[config.mk]
export PLATFORM = sky130hd
export DESIGN_NAME = tac_ctrl_top
export DESIGN_NICKNAME = d
export VERILOG_FILES = /design/src/verilog/tac_pkg.sv /design/src/verilog/tac_seq_if.sv /design/src/verilog/tac_conv_seq.sv /design/src/verilog/tac_ctrl_top.sv
export SDC_FILE = /design/constraint.sdc
export NUM_CORES = 1
export LEC_CHECK = 0
export BUFFER_PORTS_ARGS = -buffer_cell sky130_fd_sc_hd__buf_2
export CAP_MARGIN = 20
export CORE_MARGIN = 5
export CORE_UTILIZATION = 30
export CTS_BUF_LIST = sky130_fd_sc_hd__clkbuf_8 sky130_fd_sc_hd__clkbuf_16
export DETAILED_ROUTE_END_ITERATION = 8
export PLACE_DENSITY = 0.49
export SETUP_SLACK_MARGIN = 0.4
export SLEW_MARGIN = 5
export SYNTH_ARGS = -nofsm -noshare
export SYNTH_HDL_FRONTEND = slang
export SYNTH_SLANG_ARGS = --single-unit
[constraint.sdc]
create_clock -name clk_sys_in -period 4.07 [get_ports clk_sys_in]
set_clock_uncertainty 0.15 [all_clocks]
set_input_delay 0.2035 -clock clk_sys_in [delete_from_list [all_inputs] [get_ports clk_sys_in]]
set_output_delay 0.2035 -clock clk_sys_in [all_outputs]
set_load 0.02 [all_outputs]
[src/verilog/tac_pkg.sv]
// Purpose: Shared constants for the temperature converter control block
// Assumes: 40 MHz system clock
// Notes: Times kept in ns, auto period in us; cycle counts derived from them
package tac_pkg;
	localparam int unsigned CLK_PERIOD_NS = 25;
	localparam int unsigned HOLD_DELAY_NS = 3000;
	localparam int unsigned CONV_ANALOG_NS = 15000;
	localparam int unsigned CONV_TEMP_NS = 30000;
	localparam int unsigned ACQ_NS = 400;
	localparam int unsigned PWRUP_NS = 4000;
	localparam int unsigned AUTO_PERIOD_US = 355;
	// Least times, rounded up to whole cycles
	localparam logic [15:0] HOLD_DELAY_CYC = 16'((HOLD_DELAY_NS + CLK_PERIOD_NS - 1) / CLK_PERIOD_NS);
	localparam logic [15:0] CONV_ANALOG_CYC = 16'((CONV_ANALOG_NS + CLK_PERIOD_NS - 1) / CLK_PERIOD_NS);
	localparam logic [15:0] CONV_TEMP_CYC = 16'((CONV_TEMP_NS + CLK_PERIOD_NS - 1) / CLK_PERIOD_NS);
	localparam logic [15:0] ACQ_CYC = 16'((ACQ_NS + CLK_PERIOD_NS - 1) / CLK_PERIOD_NS);
	localparam logic [15:0] PWRUP_CYC = 16'((PWRUP_NS + CLK_PERIOD_NS - 1) / CLK_PERIOD_NS);
	localparam int unsigned AUTO_PERIOD_CYC = (AUTO_PERIOD_US * 1000 + CLK_PERIOD_NS - 1) / CLK_PERIOD_NS;
	// Register select codes
	localparam logic [2:0] PTR_TEMP = 3'h0;
	localparam logic [2:0] PTR_CFG = 3'h1;
	localparam logic [2:0] PTR_HYST = 3'h2;
	localparam logic [2:0] PTR_OTI = 3'h3;
	localparam logic [2:0] PTR_ADC = 3'h4;
	localparam logic [2:0] PTR_CFG2 = 3'h5;
	// Field positions and masks
	localparam int unsigned CFG_CHAN_MSB = 7;
	localparam int unsigned CFG_CHAN_LSB = 5;
	localparam int unsigned CFG2_MODE_BIT = 7;
	localparam logic [2:0] CHAN_TEMP = 3'h0;
	localparam logic [5:0] RESULT_PAD = 6'h00;
	localparam logic [15:0] SETPOINT_MASK = 16'hff80;
	localparam logic [7:0] CFG2_MASK = 8'hc0;
	// Values after reset
	localparam logic [7:0] PTR_RST = 8'h00;
	localparam logic [7:0] CFG_RST = 8'h00;
	localparam logic [7:0] CFG2_RST = 8'h00;
	localparam logic [15:0] HYST_RST = 16'h0000;
	localparam logic [15:0] OTI_RST = 16'h0000;
	localparam logic [15:0] RESULT_RST = 16'h0000;
endpackage : tac_pkg

[src/verilog/tac_seq_if.sv]
// Purpose: Link between control logic and conversion sequencer
// Assumes: Both ends on clk_sys_in
// Notes: req and abort are one-cycle pulses
`timescale 1ns/1ps
interface tac_seq_if;
	logic req;
	logic [15:0] wait_cyc;
	logic temp_sel;
	logic abort;
	logic busy;
	logic hold;
	logic ref_en;
	logic done;
	modport ctl (output req, output wait_cyc, output temp_sel, output abort,
		input busy, input hold, input ref_en, input done);
	modport seq (input req, input wait_cyc, input temp_sel, input abort,
		output busy, output hold, output ref_en, output done);
endinterface : tac_seq_if
[src/verilog/tac_conv_seq.sv]
// Purpose: Timed wait, hold, conversion and acquisition sequence
// Assumes: Requests only while idle
// Notes: Runs on the internal clock only
`timescale 1ns/1ps
module tac_conv_seq (
	input wire logic clk_sys_in,
	input wire logic rstn_in,
	tac_seq_if.seq sq
);
	typedef enum logic [1:0] {SEQ_IDLE, SEQ_WAIT, SEQ_CONV, SEQ_ACQ} tac_seq_state_type;
	tac_seq_state_type state_r, state_nxt;
	logic [15:0] cnt_r, cnt_nxt;
	logic [15:0] len_req, len_cur;
	logic hold_r, hold_nxt, busy_r, busy_nxt, done_r, done_nxt, temp_r, temp_nxt;
	logic [15:0] hold_len_r, hold_len_nxt;

	always_comb begin
		state_nxt = state_r;
		cnt_nxt = cnt_r;
		temp_nxt = temp_r;
		done_nxt = 1'b0;
		len_req = sq.temp_sel ? tac_pkg::CONV_TEMP_CYC : tac_pkg::CONV_ANALOG_CYC;
		len_cur = temp_r ? tac_pkg::CONV_TEMP_CYC : tac_pkg::CONV_ANALOG_CYC;
		unique case (state_r)
			SEQ_IDLE: begin
				if (sq.req) begin
					temp_nxt = sq.temp_sel;
					if (sq.wait_cyc == 16'h0000) begin
						state_nxt = SEQ_CONV;
						cnt_nxt = len_req - 16'h0001;
					end else begin
						state_nxt = SEQ_WAIT;
						cnt_nxt = sq.wait_cyc - 16'h0001;
					end
				end
			end
			SEQ_WAIT: begin
				if (cnt_r == 16'h0000) begin
					state_nxt = SEQ_CONV;
					cnt_nxt = len_cur - 16'h0001;
				end else begin
					cnt_nxt = cnt_r - 16'h0001;
				end
			end
			SEQ_CONV: begin
				if (cnt_r == 16'h0000) begin
					state_nxt = SEQ_ACQ;
					cnt_nxt = tac_pkg::ACQ_CYC - 16'h0001;
					done_nxt = 1'b1;
				end else begin
					cnt_nxt = cnt_r - 16'h0001;
				end
			end
			SEQ_ACQ: begin
				if (cnt_r == 16'h0000) begin
					state_nxt = SEQ_IDLE;
				end else begin
					cnt_nxt = cnt_r - 16'h0001;
				end
			end
		endcase
		if (sq.abort && state_r != SEQ_IDLE) begin
			state_nxt = SEQ_IDLE;
			cnt_nxt = 16'h0000;
			done_nxt = 1'b0;
		end
		hold_nxt = (state_nxt == SEQ_CONV);
		busy_nxt = (state_nxt != SEQ_IDLE);
		hold_len_nxt = hold_r ? hold_len_r + 16'h0001 : 16'h0000;
	end

	always_ff @(posedge clk_sys_in or negedge rstn_in) begin
		if (!rstn_in) begin
			state_r <= SEQ_IDLE;
			cnt_r <= 16'h0000;
			temp_r <= 1'b0;
			hold_r <= 1'b0;
			busy_r <= 1'b0;
			done_r <= 1'b0;
			hold_len_r <= 16'h0000;
		end else begin
			state_r <= state_nxt;
			cnt_r <= cnt_nxt;
			temp_r <= temp_nxt;
			hold_r <= hold_nxt;
			busy_r <= busy_nxt;
			done_r <= done_nxt;
			hold_len_r <= hold_len_nxt;
		end
	end

	assign sq.hold = hold_r;
	assign sq.ref_en = hold_r;
	assign sq.busy = busy_r;
	assign sq.done = done_r;
endmodule : tac_conv_seq

[src/verilog/tac_ctrl_top.sv]
// Purpose: Conversion start, result store and pointer-selected registers
// Assumes: Serial engine on clk_sys_in; convert pin asynchronous
// Notes: Read data follows the pointer one cycle later
`timescale 1ns/1ps
// What this block does
// Falling convert pin edge starts hold, conversion
// Auto mode converts after each serial access
// Hold about 3 us after access end
// Result after 15 us analog, 30 us temperature
// Channel 0 gives a temperature measurement
// Back to track at end; 400 ns acquisition
// Reference amplifier on only during conversion
// Internal clock times conversions, serial clock not
// Temperature is 10-bit two's complement, 0.25 C
// Temperature in top ten bits at 0x00
// Temperature register read-only, low six unused
// First written byte loads the 8-bit pointer
// Only low three pointer bits select registers
// Master writes zeros to pointer bits 3-7
// Codes 0-5 map temp, cfg, hyst, oti, adc, cfg2
// Full variant seven registers, reduced variant five
// Codes span -128 to +127 in two's complement
// Reader divides code by 4, negatives minus 512
// Rising pin powers up; 4 us timer delays start
// Top three config bits choose the channel
// Mode bit clear converts every 355 us
// Serial access aborts conversion, restarts after
// Pointer holds its value across transfers
// Unused temperature bits read as zero
module tac_ctrl_top #(
	parameter bit FULL_VARIANT = 1'b1,
	parameter int unsigned AUTO_PERIOD_CYC = tac_pkg::AUTO_PERIOD_CYC
) (
	input wire logic clk_sys_in,
	input wire logic rstn_in,
	input wire logic convert_start_n_in,
	input wire logic xfer_active_in,
	input wire logic wr_valid_in,
	input wire logic wr_first_in,
	input wire logic [7:0] wr_data_in,
	input wire logic [9:0] adc_code_in,
	output logic [15:0] rd_data_out,
	output logic [7:0] pointer_out,
	output logic [7:0] config_out,
	output logic [15:0] hysteresis_setpoint_out,
	output logic [15:0] over_temp_setpoint_out,
	output logic [7:0] conversion_config_out,
	output logic [2:0] channel_sel_out,
	output logic track_hold_out,
	output logic ref_amp_en_out,
	output logic conv_busy_out,
	output logic result_valid_out,
	output logic result_is_temp_out
);
	tac_seq_if sq ();

	// Pin synchroniser and edge detect
	logic cs_meta_r, cs_sync_r, cs_prev_r, xfer_prev_r;
	logic cs_rise, cs_fall, xfer_rise, xfer_end;

	always_ff @(posedge clk_sys_in or negedge rstn_in) begin
		if (!rstn_in) begin
			// Pin idles low
			cs_meta_r <= 1'b0;
			cs_sync_r <= 1'b0;
			cs_prev_r <= 1'b0;
			xfer_prev_r <= 1'b0;
		end else begin
			cs_meta_r <= convert_start_n_in;
			cs_sync_r <= cs_meta_r;
			cs_prev_r <= cs_sync_r;
			xfer_prev_r <= xfer_active_in;
		end
	end

	assign cs_rise = cs_sync_r && !cs_prev_r;
	assign cs_fall = !cs_sync_r && cs_prev_r;
	assign xfer_rise = xfer_active_in && !xfer_prev_r;
	assign xfer_end = !xfer_active_in && xfer_prev_r;

	// Conversion control state
	logic [15:0] pwr_cnt_r, pwr_cnt_nxt;
	logic [31:0] per_cnt_r, per_cnt_nxt;
	logic pend_r, pend_nxt, req_r, req_nxt, abort_r, abort_nxt;
	logic restart_r, restart_nxt, tsel_r, tsel_nxt;
	logic [15:0] pend_wait_r, pend_wait_nxt;
	logic [2:0] chan_r, chan_nxt, chan_cfg;
	logic auto_mode, period_tick, issue;
	logic [7:0] ptr_r, ptr_nxt, cfg_r, cfg_nxt, cfg2_r, cfg2_nxt;

	always_comb begin
		auto_mode = !FULL_VARIANT || !cfg2_r[tac_pkg::CFG2_MODE_BIT];
		chan_cfg = FULL_VARIANT ? cfg_r[tac_pkg::CFG_CHAN_MSB:tac_pkg::CFG_CHAN_LSB]
			: tac_pkg::CHAN_TEMP;
		if (cs_rise) begin
			pwr_cnt_nxt = tac_pkg::PWRUP_CYC;
		end else if (pwr_cnt_r != 16'h0000) begin
			pwr_cnt_nxt = pwr_cnt_r - 16'h0001;
		end else begin
			pwr_cnt_nxt = pwr_cnt_r;
		end
		period_tick = 1'b0;
		if (xfer_end || !auto_mode) begin
			per_cnt_nxt = 32'(AUTO_PERIOD_CYC - 1);
		end else if (xfer_active_in) begin
			per_cnt_nxt = per_cnt_r;
		end else if (per_cnt_r == 32'h0000_0000) begin
			per_cnt_nxt = 32'(AUTO_PERIOD_CYC - 1);
			period_tick = 1'b1;
		end else begin
			per_cnt_nxt = per_cnt_r - 32'h0000_0001;
		end
		pend_nxt = pend_r;
		pend_wait_nxt = pend_wait_r;
		chan_nxt = chan_r;
		tsel_nxt = tsel_r;
		req_nxt = 1'b0;
		abort_nxt = xfer_rise && (sq.busy || req_r);
		restart_nxt = restart_r;
		if (xfer_end) begin
			restart_nxt = 1'b0;
		end
		if (abort_nxt) begin
			restart_nxt = 1'b1;
		end
		issue = pend_r && !sq.busy && !req_r && !xfer_active_in;
		if (issue) begin
			req_nxt = 1'b1;
			pend_nxt = 1'b0;
			chan_nxt = chan_cfg;
			tsel_nxt = (chan_cfg == tac_pkg::CHAN_TEMP);
		end
		if (cs_fall) begin
			pend_nxt = 1'b1;
			pend_wait_nxt = pwr_cnt_r;
		end else if (xfer_end && (auto_mode || restart_r)) begin
			pend_nxt = 1'b1;
			pend_wait_nxt = tac_pkg::HOLD_DELAY_CYC;
		end else if (period_tick) begin
			pend_nxt = 1'b1;
			pend_wait_nxt = 16'h0000;
		end
	end

	always_ff @(posedge clk_sys_in or negedge rstn_in) begin
		if (!rstn_in) begin
			pwr_cnt_r <= 16'h0000;
			per_cnt_r <= 32'h0000_0000;
			pend_r <= 1'b0;
			pend_wait_r <= 16'h0000;
			req_r <= 1'b0;
			abort_r <= 1'b0;
			restart_r <= 1'b0;
			chan_r <= tac_pkg::CHAN_TEMP;
			tsel_r <= 1'b1;
		end else begin
			pwr_cnt_r <= pwr_cnt_nxt;
			per_cnt_r <= per_cnt_nxt;
			pend_r <= pend_nxt;
			pend_wait_r <= pend_wait_nxt;
			req_r <= req_nxt;
			abort_r <= abort_nxt;
			restart_r <= restart_nxt;
			chan_r <= chan_nxt;
			tsel_r <= tsel_nxt;
		end
	end

	assign sq.req = req_r;
	assign sq.wait_cyc = pend_wait_r;
	assign sq.temp_sel = tsel_r;
	assign sq.abort = abort_r;

	tac_conv_seq u_seq (
		.clk_sys_in (clk_sys_in),
		.rstn_in (rstn_in),
		.sq (sq)
	);

	// Register file and pointer
	logic [15:0] hyst_r, hyst_nxt, oti_r, oti_nxt, temp_r, temp_nxt, adc_r, adc_nxt;
	logic [15:0] rd_r, rd_nxt;
	logic byte_idx_r, byte_idx_nxt;

	always_comb begin
		ptr_nxt = ptr_r;
		cfg_nxt = cfg_r;
		cfg2_nxt = cfg2_r;
		hyst_nxt = hyst_r;
		oti_nxt = oti_r;
		temp_nxt = temp_r;
		adc_nxt = adc_r;
		byte_idx_nxt = byte_idx_r;
		if (wr_valid_in) begin
			if (wr_first_in) begin
				ptr_nxt = wr_data_in;
				byte_idx_nxt = 1'b0;
			end else begin
				byte_idx_nxt = !byte_idx_r;
				unique case (ptr_r[2:0])
					tac_pkg::PTR_CFG: cfg_nxt = wr_data_in;
					tac_pkg::PTR_HYST: hyst_nxt = tac_pkg::SETPOINT_MASK & (byte_idx_r ?
						{hyst_r[15:8], wr_data_in} : {wr_data_in, hyst_r[7:0]});
					tac_pkg::PTR_OTI: oti_nxt = tac_pkg::SETPOINT_MASK & (byte_idx_r ?
						{oti_r[15:8], wr_data_in} : {wr_data_in, oti_r[7:0]});
					tac_pkg::PTR_CFG2: begin
						if (FULL_VARIANT) begin
							cfg2_nxt = wr_data_in & tac_pkg::CFG2_MASK;
						end
					end
					default: ;
				endcase
			end
		end
		if (sq.done) begin
			if (tsel_r) begin
				temp_nxt = {adc_code_in, tac_pkg::RESULT_PAD};
			end else begin
				adc_nxt = {adc_code_in, tac_pkg::RESULT_PAD};
			end
		end
		unique case (ptr_r[2:0])
			tac_pkg::PTR_TEMP: rd_nxt = temp_r;
			tac_pkg::PTR_CFG: rd_nxt = {cfg_r, 8'h00};
			tac_pkg::PTR_HYST: rd_nxt = hyst_r;
			tac_pkg::PTR_OTI: rd_nxt = oti_r;
			tac_pkg::PTR_ADC: rd_nxt = FULL_VARIANT ? adc_r : 16'h0000;
			tac_pkg::PTR_CFG2: rd_nxt = FULL_VARIANT ? {cfg2_r, 8'h00} : 16'h0000;
			default: rd_nxt = 16'h0000;
		endcase
	end

	always_ff @(posedge clk_sys_in or negedge rstn_in) begin
		if (!rstn_in) begin
			ptr_r <= tac_pkg::PTR_RST;
			cfg_r <= tac_pkg::CFG_RST;
			cfg2_r <= tac_pkg::CFG2_RST;
			hyst_r <= tac_pkg::HYST_RST;
			oti_r <= tac_pkg::OTI_RST;
			temp_r <= tac_pkg::RESULT_RST;
			adc_r <= tac_pkg::RESULT_RST;
			rd_r <= tac_pkg::RESULT_RST;
			byte_idx_r <= 1'b0;
		end else begin
			ptr_r <= ptr_nxt;
			cfg_r <= cfg_nxt;
			cfg2_r <= cfg2_nxt;
			hyst_r <= hyst_nxt;
			oti_r <= oti_nxt;
			temp_r <= temp_nxt;
			adc_r <= adc_nxt;
			rd_r <= rd_nxt;
			byte_idx_r <= byte_idx_nxt;
		end
	end

	assign rd_data_out = rd_r;
	assign pointer_out = ptr_r;
	assign config_out = cfg_r;
	assign hysteresis_setpoint_out = hyst_r;
	assign over_temp_setpoint_out = oti_r;
	assign conversion_config_out = cfg2_r;
	assign channel_sel_out = chan_r;
	assign track_hold_out = sq.hold;
	assign ref_amp_en_out = sq.ref_en;
	assign conv_busy_out = sq.busy;
	assign result_valid_out = sq.done;
	assign result_is_temp_out = tsel_r;
endmodule : tac_ctrl_top

==> impl_metrics.json, run 1 <==
{
  "nFillCells": 2768,
  "post_cts_resized": 0,
  "timing.final.crit_share_pct": 81.81,
  "synth_enable_flop_cells": 0,
  "drv_slew": 0,
  "vias": 6424,
  "grt_first_pass_wirelength_mm": 34.19,
  "finalSetupTns_ns": 0,
  "syn-cell-area_um2": 8394,
  "path_max_fanout": 17,
  "tightest_slew_ns": 1.013,
  "ant_nets": 0,
  "cp-startpoint": "per_cnt_r[6]",
  "startpoint_type": "flip-flop",
  "clock_latency_ns": 0.43,
  "max_freq_mhz": 300.3,
  "peakVddDrop_mv": 0.3488,
  "path_clk_slew_ns": 0.07,
  "numPortBuffers": 77,
  "ys_async_sr_fraction_pct": 100.0,
  "placed_area_um2": 9120,
  "fp.dieH_um": 177.3,
  "p_per_area_nw_per_um2": 597.4,
  "start_util_pct": 30.30,
  "worstPathRequired_ns": 4.21,
  "die_w_um": 177.3,
  "avgSynthCellArea_um2": 10.03,
  "fin_crit_ns": 3.329,
  "seq_area_um2": 4130,
  "dp_hpwl_mm": 14.57,
  "clock_sinks": 165,
  "p_seq_share_pct": 40.7,
  "place_ws_ns": 0.7295,
  "finalWeightedCongestion": 0.7848,
  "final_cells": 1325,
  "yosys_register_bits": 165,
  "syn2layout_area_growth_pct": 18.51,
  "final_common_cell": "dfrtp_1",
  "final_layout_size_suffix_gt1_share_pct": 21.04,
  "clkPwrFrac_pct": 28.2,
  "hold_path.class": "input pin to flip-flop",
  "outcome": "finished clean",
  "multi_input_area_um2": 3963,
  "r2r_start": "per_cnt_r[6]",
  "nets": 961,
  "cp-end-kind": "flip-flop",
  "min-delay-start": "wr_first_in",
  "clockBufferDepth": 2,
  "drt-initial-drc-count": 387,
  "pwr-share-comb_pct": 31.1,
  "placed_cells": 1270,
  "cts_setup_buffers": 0,
  "cts_tree": "built",
  "final_area_um2": 9948,
  "path_class": "flip-flop to flip-flop",
  "antenna_found_initial": 1,
  "core_area_um2": 27710,
  "via_per_inst": 4.848,
  "layout_common_cells": "dfrtp_1 (164), nand2_1 (86), buf_2 (76)",
  "die_area_um2": 31430,
  "overflow": 0,
  "synth_flop_cell": "dfrtp_1",
  "drc": 0,
  "hold_viol": 0,
  "root_buffer": "clkbuf_16",
  "rsz0062_at_grt": "false",
  "first_pass_iters": 5,
  "rows": 61,
  "ys_warn_count": 0,
  "grt_max_degree": 95,
  "syn_inst": 837,
  "synth_cell_types": 64,
  "p_switching_mw": 2.244,
  "switching_share_pct": 37.76,
  "finalCoreUtilization_pct": 35.91,
  "final-setup-viol-count": 0,
  "cts-buffers-inserted": 17,
  "finalWorstSetupSlack_ns": 0.7405,
  "grtUsageTotal_pct": 13.52,
  "ys_seq_area_share_pct": 49.20,
  "cts.htree.levels": 4,
  "worst_slew_margin_rel_pct": 32.33,
  "leakagePower_nw": 4.306,
  "max_cap_viol_count": 0,
  "ctsHoldBuffers": 22,
  "wl_mm": 20.88,
  "routedWlPerCell_um": 15.75,
  "grt_pass1_vias": 6437,
  "intPower_mw": 3.699,
  "io_pins": 104,
  "cp_data_arrival_time_ns": 3.47
}
==> power groups by stage <==
| stage | Sequential (mW) | Combinational, mW | Clock [mW] |
|---|---|---|---|
| CTS | 2.43 | 1.87 | 1.73 |
| finish | 2.42 | 1.85 | 1.68 |
| global route | 2.49 | 2.04 | 1.79 |
| global placement | 2.45 | 1.83 | 0 |
| floorplan | 2.52 | 1.16 | 0 |
| detailed placement | 2.45 | 1.84 | 0 |
==> sequential cells by signal (all words and copies together) (netlist names), 2 cells and up <==
signal,count
hysteresis_setpoint_out,9
rd_data_out,10
u_seq.cnt_r,16
u_seq.state_r,2
channel_sel_out,3
pointer_out,8
temp_r,10
over_temp_setpoint_out,9
config_out,8
pend_wait_r,16
conversion_config_out,2
adc_r,10
per_cnt_r,32
pwr_cnt_r,16
==> layer usage <==
metal	part of all wire [%]	routed length, um	vias to the layer above	GRT usage, %
met2	47	9876	118	21.65
met1	48	9944	3139	18.67
li1	-	-	3147	-
met4	1.4	299	0	4.286
met3	3.6	755	20	2.393
met5	0	0	-	0
==> final cells by class <==
class	count	share of cell area [%]
flip-flops and latches	165	41.52
multi-input cells	621	39.83
repair buffers	110	7.106
well taps	378	4.754
clock buffers	20	4.691
clock inverters	12	1.396
inverters	18	0.6792
diodes	1	0.02515
==> worst max-delay path, cell delays in order (launching register included) <==
cell	delay, ns
dfrtp_1	0.39
or4_1	0.64
or4b_4	0.61
nor4b_4	0.41
a21oi_2	0.17
a211oi_4	0.62
o21ai_0	0.19
==> cells by family after synthesis <==
logic type      after synthesis  share of synthesized area (%)
simple gates                323                          19.53
flops                       165                          49.20
compound gates              155                          11.82
mux                          77                          10.25
buf+inv                      76                          4.785
xor+xnor                     35                          3.652
fa+ha+maj                     5                         0.7155
other cells                   1                        0.04467
==> path summary, 6_finish.rpt <==
kind | to | slack (ns) | cells past startpoint
max | pend_wait_r[5] | 0.74 | 6
min | byte_idx_r | 0.04 | 3
max reg2reg | pend_wait_r[5] | 0.74 | 6
min reg2reg | cs_sync_r | 0.23 | 0
max in group asynchronous | per_cnt_r[21] | 2.53 | 3
min in group asynchronous | cs_meta_r | 0.28 | 2
==> cells in the mapped netlist (6+ instances only) <==
library cell	instances	area share, %
xnor2_1	24	2.5
nand2b_1	18	1.3
clkbuf_1	24	1.1
a31oi_1	10	0.75
o21ai_0	40	2.4
o31ai_1	6	0.54
xor2_1	11	1.1
o22ai_1	15	1.1
nor4_1	21	1.6
or4_1	6	0.54
dfrtp_1	164	49
nor2_1	74	3.3
nand3_1	19	1.1
nor2b_1	14	1.0
nand2_1	86	3.8
a32o_1	6	0.72
nor3_1	35	2.1
buf_4	28	2.5
mux2i_1	14	1.7
a21oi_1	37	2.2
a22oi_1	7	0.63
mux2_2	62	8.3
nand3b_1	11	0.98
inv_1	18	0.80
==> through the flow <==
| stage | power (mW) | hold WS, ns |
|---|---|---|
| 5_1_grt | 6.322 | 0.03597 |
| 6_report | 5.943 | 0.03666 |
| 3_5_place_dp | 4.295 | 0.1665 |
| 3_3_place_gp | 4.278 | 0.1663 |
| 2_1_floorplan | 3.683 | -0.2421 |
| 4_1_cts | 6.019 | 0.01910 |
Power figures use the tool's default switching activity.
==> inputs of run 2 (changes only) <==
==> constraint.sdc (replaced) <==
create_clock -name clk_sys_in -period 3.1 [get_ports clk_sys_in]
set_clock_uncertainty 0.15 [all_clocks]
set_input_delay 0.155 -clock clk_sys_in [delete_from_list [all_inputs] [get_ports clk_sys_in]]
set_output_delay 0.155 -clock clk_sys_in [all_outputs]
set_load 0.02 [all_outputs]
==> run 2 against run 1 <==
Net effect: combinational power is 48% higher; critical endpoint is now per_cnt_r[12]; register-to-register slack got worse by 0.38 ns; largest power group unchanged; worst hold slack gained 0.0083 ns.
==> impl_metrics.json, run 2 (synthesized netlist as in run 1, its figures left out) <==
{
  "timing.final.crit_share_pct": 88.31,
  "path_clk_slew_ns": 0.07,
  "grtUsageTotal_pct": 14.06,
  "cts_tree": "built",
  "worstPathRequired_ns": 3.32,
  "fin_crit_ns": 2.738,
  "clkPwrFrac_pct": 27.1,
  "wl_mm": 21.93,
  "tightest_slew_ns": 0.8254,
  "grt_max_degree": 60,
  "hold_viol": 0,
  "nets": 996,
  "die_w_um": 177.3,
  "die_area_um2": 31430,
  "dp_hpwl_mm": 15.32,
  "outcome": "finished clean",
  "largest_register_ffs": 32,
  "path_max_fanout": 5,
  "intPower_mw": 5.082,
  "drc": 0,
  "cp_data_arrival_time_ns": 2.96,
  "switching_share_pct": 37.14,
  "peakVddDrop_mv": 0.5374,
  "final_layout_size_suffix_gt1_share_pct": 25.61,
  "core_area_um2": 27710,
  "rows": 61,
  "cp-end-kind": "flip-flop",
  "finalCoreUtilization_pct": 37.50,
  "max_cap_viol_count": 0,
  "overflow": 0,
  "finalWeightedCongestion": 0.8339,
  "routedWlPerCell_um": 16.15,
  "rsz0062_at_grt": "true",
  "p_seq_share_pct": 39.1,
  "io_pins": 104,
  "p_per_area_nw_per_um2": 778.1,
  "max_freq_mhz": 365.3,
  "p_switching_mw": 3.002,
  "hold_path.class": "input pin to flip-flop",
  "fp.dieH_um": 177.3,
  "min_delay_path_depth": 4,
  "numPortBuffers": 77,
  "finalSetupTns_ns": 0,
  "clockBufferDepth": 2,
  "antennaDiodeCount": 0,
  "clock_sinks": 165,
  "root_buffer": "clkbuf_16",
  "r2r_cells": 8,
  "start_util_pct": 30.30,
  "path_class": "flip-flop to flip-flop",
  "final_common_cell": "dfrtp_1",
  "leakagePower_nw": 4.501,
  "nFillCells": 2764,
  "via_per_inst": 4.832,
  "clock_latency_ns": 0.43,
  "syn2layout_area_growth_pct": 23.77,
  "ant_nets": 0,
  "layout_common_cells": "dfrtp_1 (164), nand2_1 (84), buf_2 (76)",
  "pwr-share-comb_pct": 33.7,
  "antenna_found_initial": 0,
  "cts-buffers-inserted": 17,
  "vias": 6562,
  "grt_pass1_vias": 6569,
  "final-setup-viol-count": 0,
  "cts.htree.levels": 4,
  "top_register": "per_cnt_r",
  "startpoint_type": "flip-flop",
  "drt-initial-drc-count": 331,
  "grt_first_pass_wirelength_mm": 35.13,
  "first_pass_iters": 5,
  "drv_slew": 0,
  "worst_slew_margin_rel_pct": 44.86
}
[run 2: layer usage]
metal / track usage, % / vias to the layer above / part of all wire [%]
li1: - / 3230 / -
met1: 19.01 / 3187 / 48
met2: 21.93 / 136 / 45
met3: 5.063 / 9 / 6.1
met4: 2.739 / 0 / 0.72
met5: 0 / - / 0
[run 2: worst max-delay path: stages, from the launching register on]
cell,delay [ns]
dfrtp_1,0.38
or4_4,0.54
or4b_4,0.56
nor4b_4,0.36
a21oi_4,0.14
o21bai_4,0.19
buf_6,0.14
clkbuf_16,0.14
or3b_2,0.10
[run 2: area by class of cell]
type	count	area [um2]	area share [%]
inverter	18	67.56	0.6503
tap	378	473.0	4.552
clock inverter	11	136.4	1.313
multi-input combinational	621	4071	39.19
timing repair buffer	145	1045	10.06
clock buffer	20	466.7	4.492
sequential	165	4130	39.75
[run 2: what timing repair did]
| item | in CTS | in global routing |
|---|---|---|
| pin swaps | 1 | 7 |
| setup buffers | 0 | 10 |
| cloned | 0 | 3 |
| setup endpoints to repair | 56 | 57 |
| hold endpoints to repair | 117 | 0 |
| hold buffers | 23 | 0 |
| gates resized for setup | 6 | 25 |
[run 2: power groups by stage]
stage	Clock [mW]	Sequential [mW]	Combinational (mW)
final	2.19	3.16	2.73
after global routing	2.35	3.25	2.99
after CTS	2.25	3.16	2.62
after detailed placement	0	3.19	2.57
after global placement	0	3.19	2.56
after floorplan	0	3.32	1.56
[run 2: worst paths after layout]
kind | start | to | slack, ns
worst max-delay path | per_cnt_r[6] | per_cnt_r[12] | 0.36
worst min-delay path | wr_first_in | over_temp_setpoint_out[7] | 0.04
worst max register to register | per_cnt_r[6] | per_cnt_r[12] | 0.36
worst min register to register | cs_meta_r | cs_sync_r | 0.21
max in group asynchronous | rstn_in | per_cnt_r[21] | 1.79
min in group asynchronous | rstn_in | u_seq.cnt_r[15] | 0.14
[run 2: stage by stage]
stage	hold slack [ns]	setup WS (ns)	instances	power (mW)	instance area (um2)
2_1_floorplan	-0.2906	0.1980	862	4.875	8541
3_3_place_gp	0.04312	0.2530	1290	5.747	9306
3_5_place_dp	0.03961	0.2480	1290	5.762	9306
4_1_cts	0.02150	0.3470	1344	8.037	10160
5_1_grt	0.05029	0.2427	1358	8.587	10390
6_report	0.04495	0.3624	1358	8.085	10390
==> inputs of run 3 (changes only) <==
--- a/config.mk
+++ b/config.mk
@@ -5,7 +5,7 @@
 export SDC_FILE = /design/constraint.sdc
 export NUM_CORES = 1
 export LEC_CHECK = 0
-export BUFFER_PORTS_ARGS = -buffer_cell sky130_fd_sc_hd__buf_2
+export BUFFER_PORTS_ARGS = -buffer_cell sky130_fd_sc_hd__clkbuf_2
 export CAP_MARGIN = 20
 export CORE_MARGIN = 5
 export CORE_UTILIZATION = 30
==> run 3 against run 2 <==
Net effect: setup slack got worse by 0.094 ns; global-route usage fell by 0.086 points; utilization decreased by 0.32 points; final area fell by 0.84%; critical path type unchanged; clock power shrank 7%; routed wire length decreased by 1.9%; largest power group unchanged; cell count is 0.44% lower; total power shrank 2.6%; clock-buffer cell count is 3 lower; fmax is 3.3% lower; first-iteration DRC count fell by 2.4%; combinational power fell by 2%; critical endpoint is now pend_wait_r[14].
==> impl_metrics.json, run 3 (synthesized netlist as in run 1, its figures left out) <==
{
  "finalSetupTns_ns": 0,
  "core_area_um2": 27710,
  "p_switching_mw": 3.053,
  "startpoint_type": "flip-flop",
  "hold_viol": 0,
  "clock_latency_ns": 0.43,
  "outcome": "finished clean",
  "grt_max_degree": 91,
  "syn2layout_area_growth_pct": 22.73,
  "cts_tree": "built",
  "path_clk_slew_ns": 0.07,
  "grtUsageTotal_pct": 13.97,
  "root_buffer": "clkbuf_16",
  "dp_hpwl_mm": 15.31,
  "ant_nets": 0,
  "nets": 990,
  "largest_register_ffs": 32,
  "hold_path.class": "input pin to flip-flop",
  "finalWeightedCongestion": 0.8235,
  "start_util_pct": 30.30,
  "fp.dieH_um": 177.3,
  "drc": 0,
  "cp-end-kind": "flip-flop",
  "critPathTopFamily": "simple AND/OR/NAND/NOR gates",
  "grt_first_pass_wirelength_mm": 35.46,
  "die_w_um": 177.3,
  "cts-buffers-inserted": 17,
  "max_freq_mhz": 353.1,
  "rsz0062_at_grt": "true",
  "final_common_cell": "dfrtp_1",
  "path_class": "flip-flop to flip-flop",
  "peakVddDrop_mv": 0.4820,
  "nFillCells": 2762,
  "fin_crit_ns": 2.832,
  "drv_slew": 0,
  "cp_num_buf_inv": 1,
  "wl_mm": 21.51,
  "cp_data_arrival_time_ns": 2.99,
  "layout_common_cells": "dfrtp_1 (164), nand2_1 (85), clkbuf_2 (76)",
  "top_register": "per_cnt_r",
  "final-setup-viol-count": 0,
  "critical-path-max-stage-delay_ns": 0.56,
  "worst_path_max_delay_cell": "or4b_4",
  "leakagePower_nw": 4.443,
  "first_pass_iters": 5,
  "placed_cells": 1287,
  "intPower_mw": 4.825,
  "clkPwrFrac_pct": 25.8,
  "overflow": 0,
  "antenna_found_initial": 0,
  "finalCoreUtilization_pct": 37.19,
  "timing.final.crit_share_pct": 91.35,
  "pwr-share-comb_pct": 33.9,
  "max_cap_viol_count": 0,
  "final_layout_size_suffix_gt1_share_pct": 25.46,
  "routedWlPerCell_um": 15.91,
  "die_area_um2": 31430,
  "drt-initial-drc-count": 323,
  "numPortBuffers": 77,
  "p_seq_share_pct": 40.3,
  "io_pins": 104,
  "path_max_fanout": 8,
  "crit_chain": "or4_4, or4b_4, nor4b_4, a21oi_4, a211oi_4, buf_6, o21ai_1",
  "antennaDiodeCount": 0,
  "cts.htree.levels": 4,
  "clockBufferDepth": 2,
  "vias": 6531,
  "worst_slew_margin_rel_pct": 30.79,
  "switching_share_pct": 38.75,
  "clock_sinks": 165,
  "p_per_area_nw_per_um2": 764.6,
  "worstPathRequired_ns": 3.26,
  "rows": 61,
  "tightest_slew_ns": 1.036,
  "final_cells": 1352,
  "grt_pass1_vias": 6688,
  "via_per_inst": 4.831
}
run 3: worst register-to-register path, delay by kind of cell (launching register included):
kind	cells	cell delay (ns)
AND/OR/NAND/NOR	3	1.43
AO/OA/AOI/OAI	3	0.54
flip-flops	1	0.40
buffers and inverters	1	0.20
run 3: final timing paths:
kind | start | slack [ns] | depth (start not counted) | end
setup reg to reg | per_cnt_r[5] | 0.27 | 7 | pend_wait_r[14]
setup / recovery | per_cnt_r[5] | 0.27 | 7 | pend_wait_r[14]
hold reg to reg | cs_meta_r | 0.21 | 0 | cs_sync_r
max in group asynchronous | rstn_in | 1.77 | 3 | hysteresis_setpoint_out[7]
min in group asynchronous | rstn_in | 0.24 | 2 | pend_wait_r[12]
hold / removal | wr_first_in | 0.04 | 4 | over_temp_setpoint_out[7]
run 3: timing repair:
action	in CTS	in global routing
pin swaps	1	15
hold buffers	22	1
setup endpoints to repair	57	56
gates cloned	0	3
gates resized for setup	7	24
buffers inserted	2	6
endpoints found under the hold margin	145	1
run 3: power groups by stage:
stage	Combinational (mW)	Clock, mW	Sequential (mW)
2_1_floorplan	1.56	0	3.32
3_3_place_gp	2.57	0	3.20
3_5_place_dp	2.58	0	3.20
4_1_cts	2.63	2.10	3.17
5_1_grt	2.95	2.18	3.27
6_report	2.67	2.04	3.17
run 3: area by class of cell:
class | count | area (um2) | area share, %
clock buffer | 17 | 425.4 | 4.129
clock inverter | 14 | 142.6 | 1.385
inverter | 18 | 67.56 | 0.6558
multi-input combinational | 621 | 4094 | 39.74
sequential | 165 | 4130 | 40.09
tap | 378 | 473.0 | 4.591
timing repair buffer | 139 | 969.7 | 9.412
run 3: metrics by stage:
step	total power, mW	worst slack (ns)	hold slack (ns)	instance area, um2
finish	7.877	0.2683	0.03559	10300
global route	8.404	0.1888	0.05358	10300
CTS	7.900	0.3352	-0.1113	10130
detailed placement	5.782	0.1257	0.1214	9296
global placement	5.767	0.1493	0.1368	9296
floorplan	4.875	0.1980	-0.2906	8541
run 3: layer usage:
layer / wire length (um) / vias up / GRT usage, % / part of all wire [%]
li1: - / 3208 / - / -
met1: 10140 / 3173 / 18.85 / 47
met2: 9754 / 140 / 22.05 / 45
met3: 1434 / 10 / 4.721 / 6.7
met4: 178 / 0 / 2.804 / 0.83
met5: 0 / - / 0 / 0
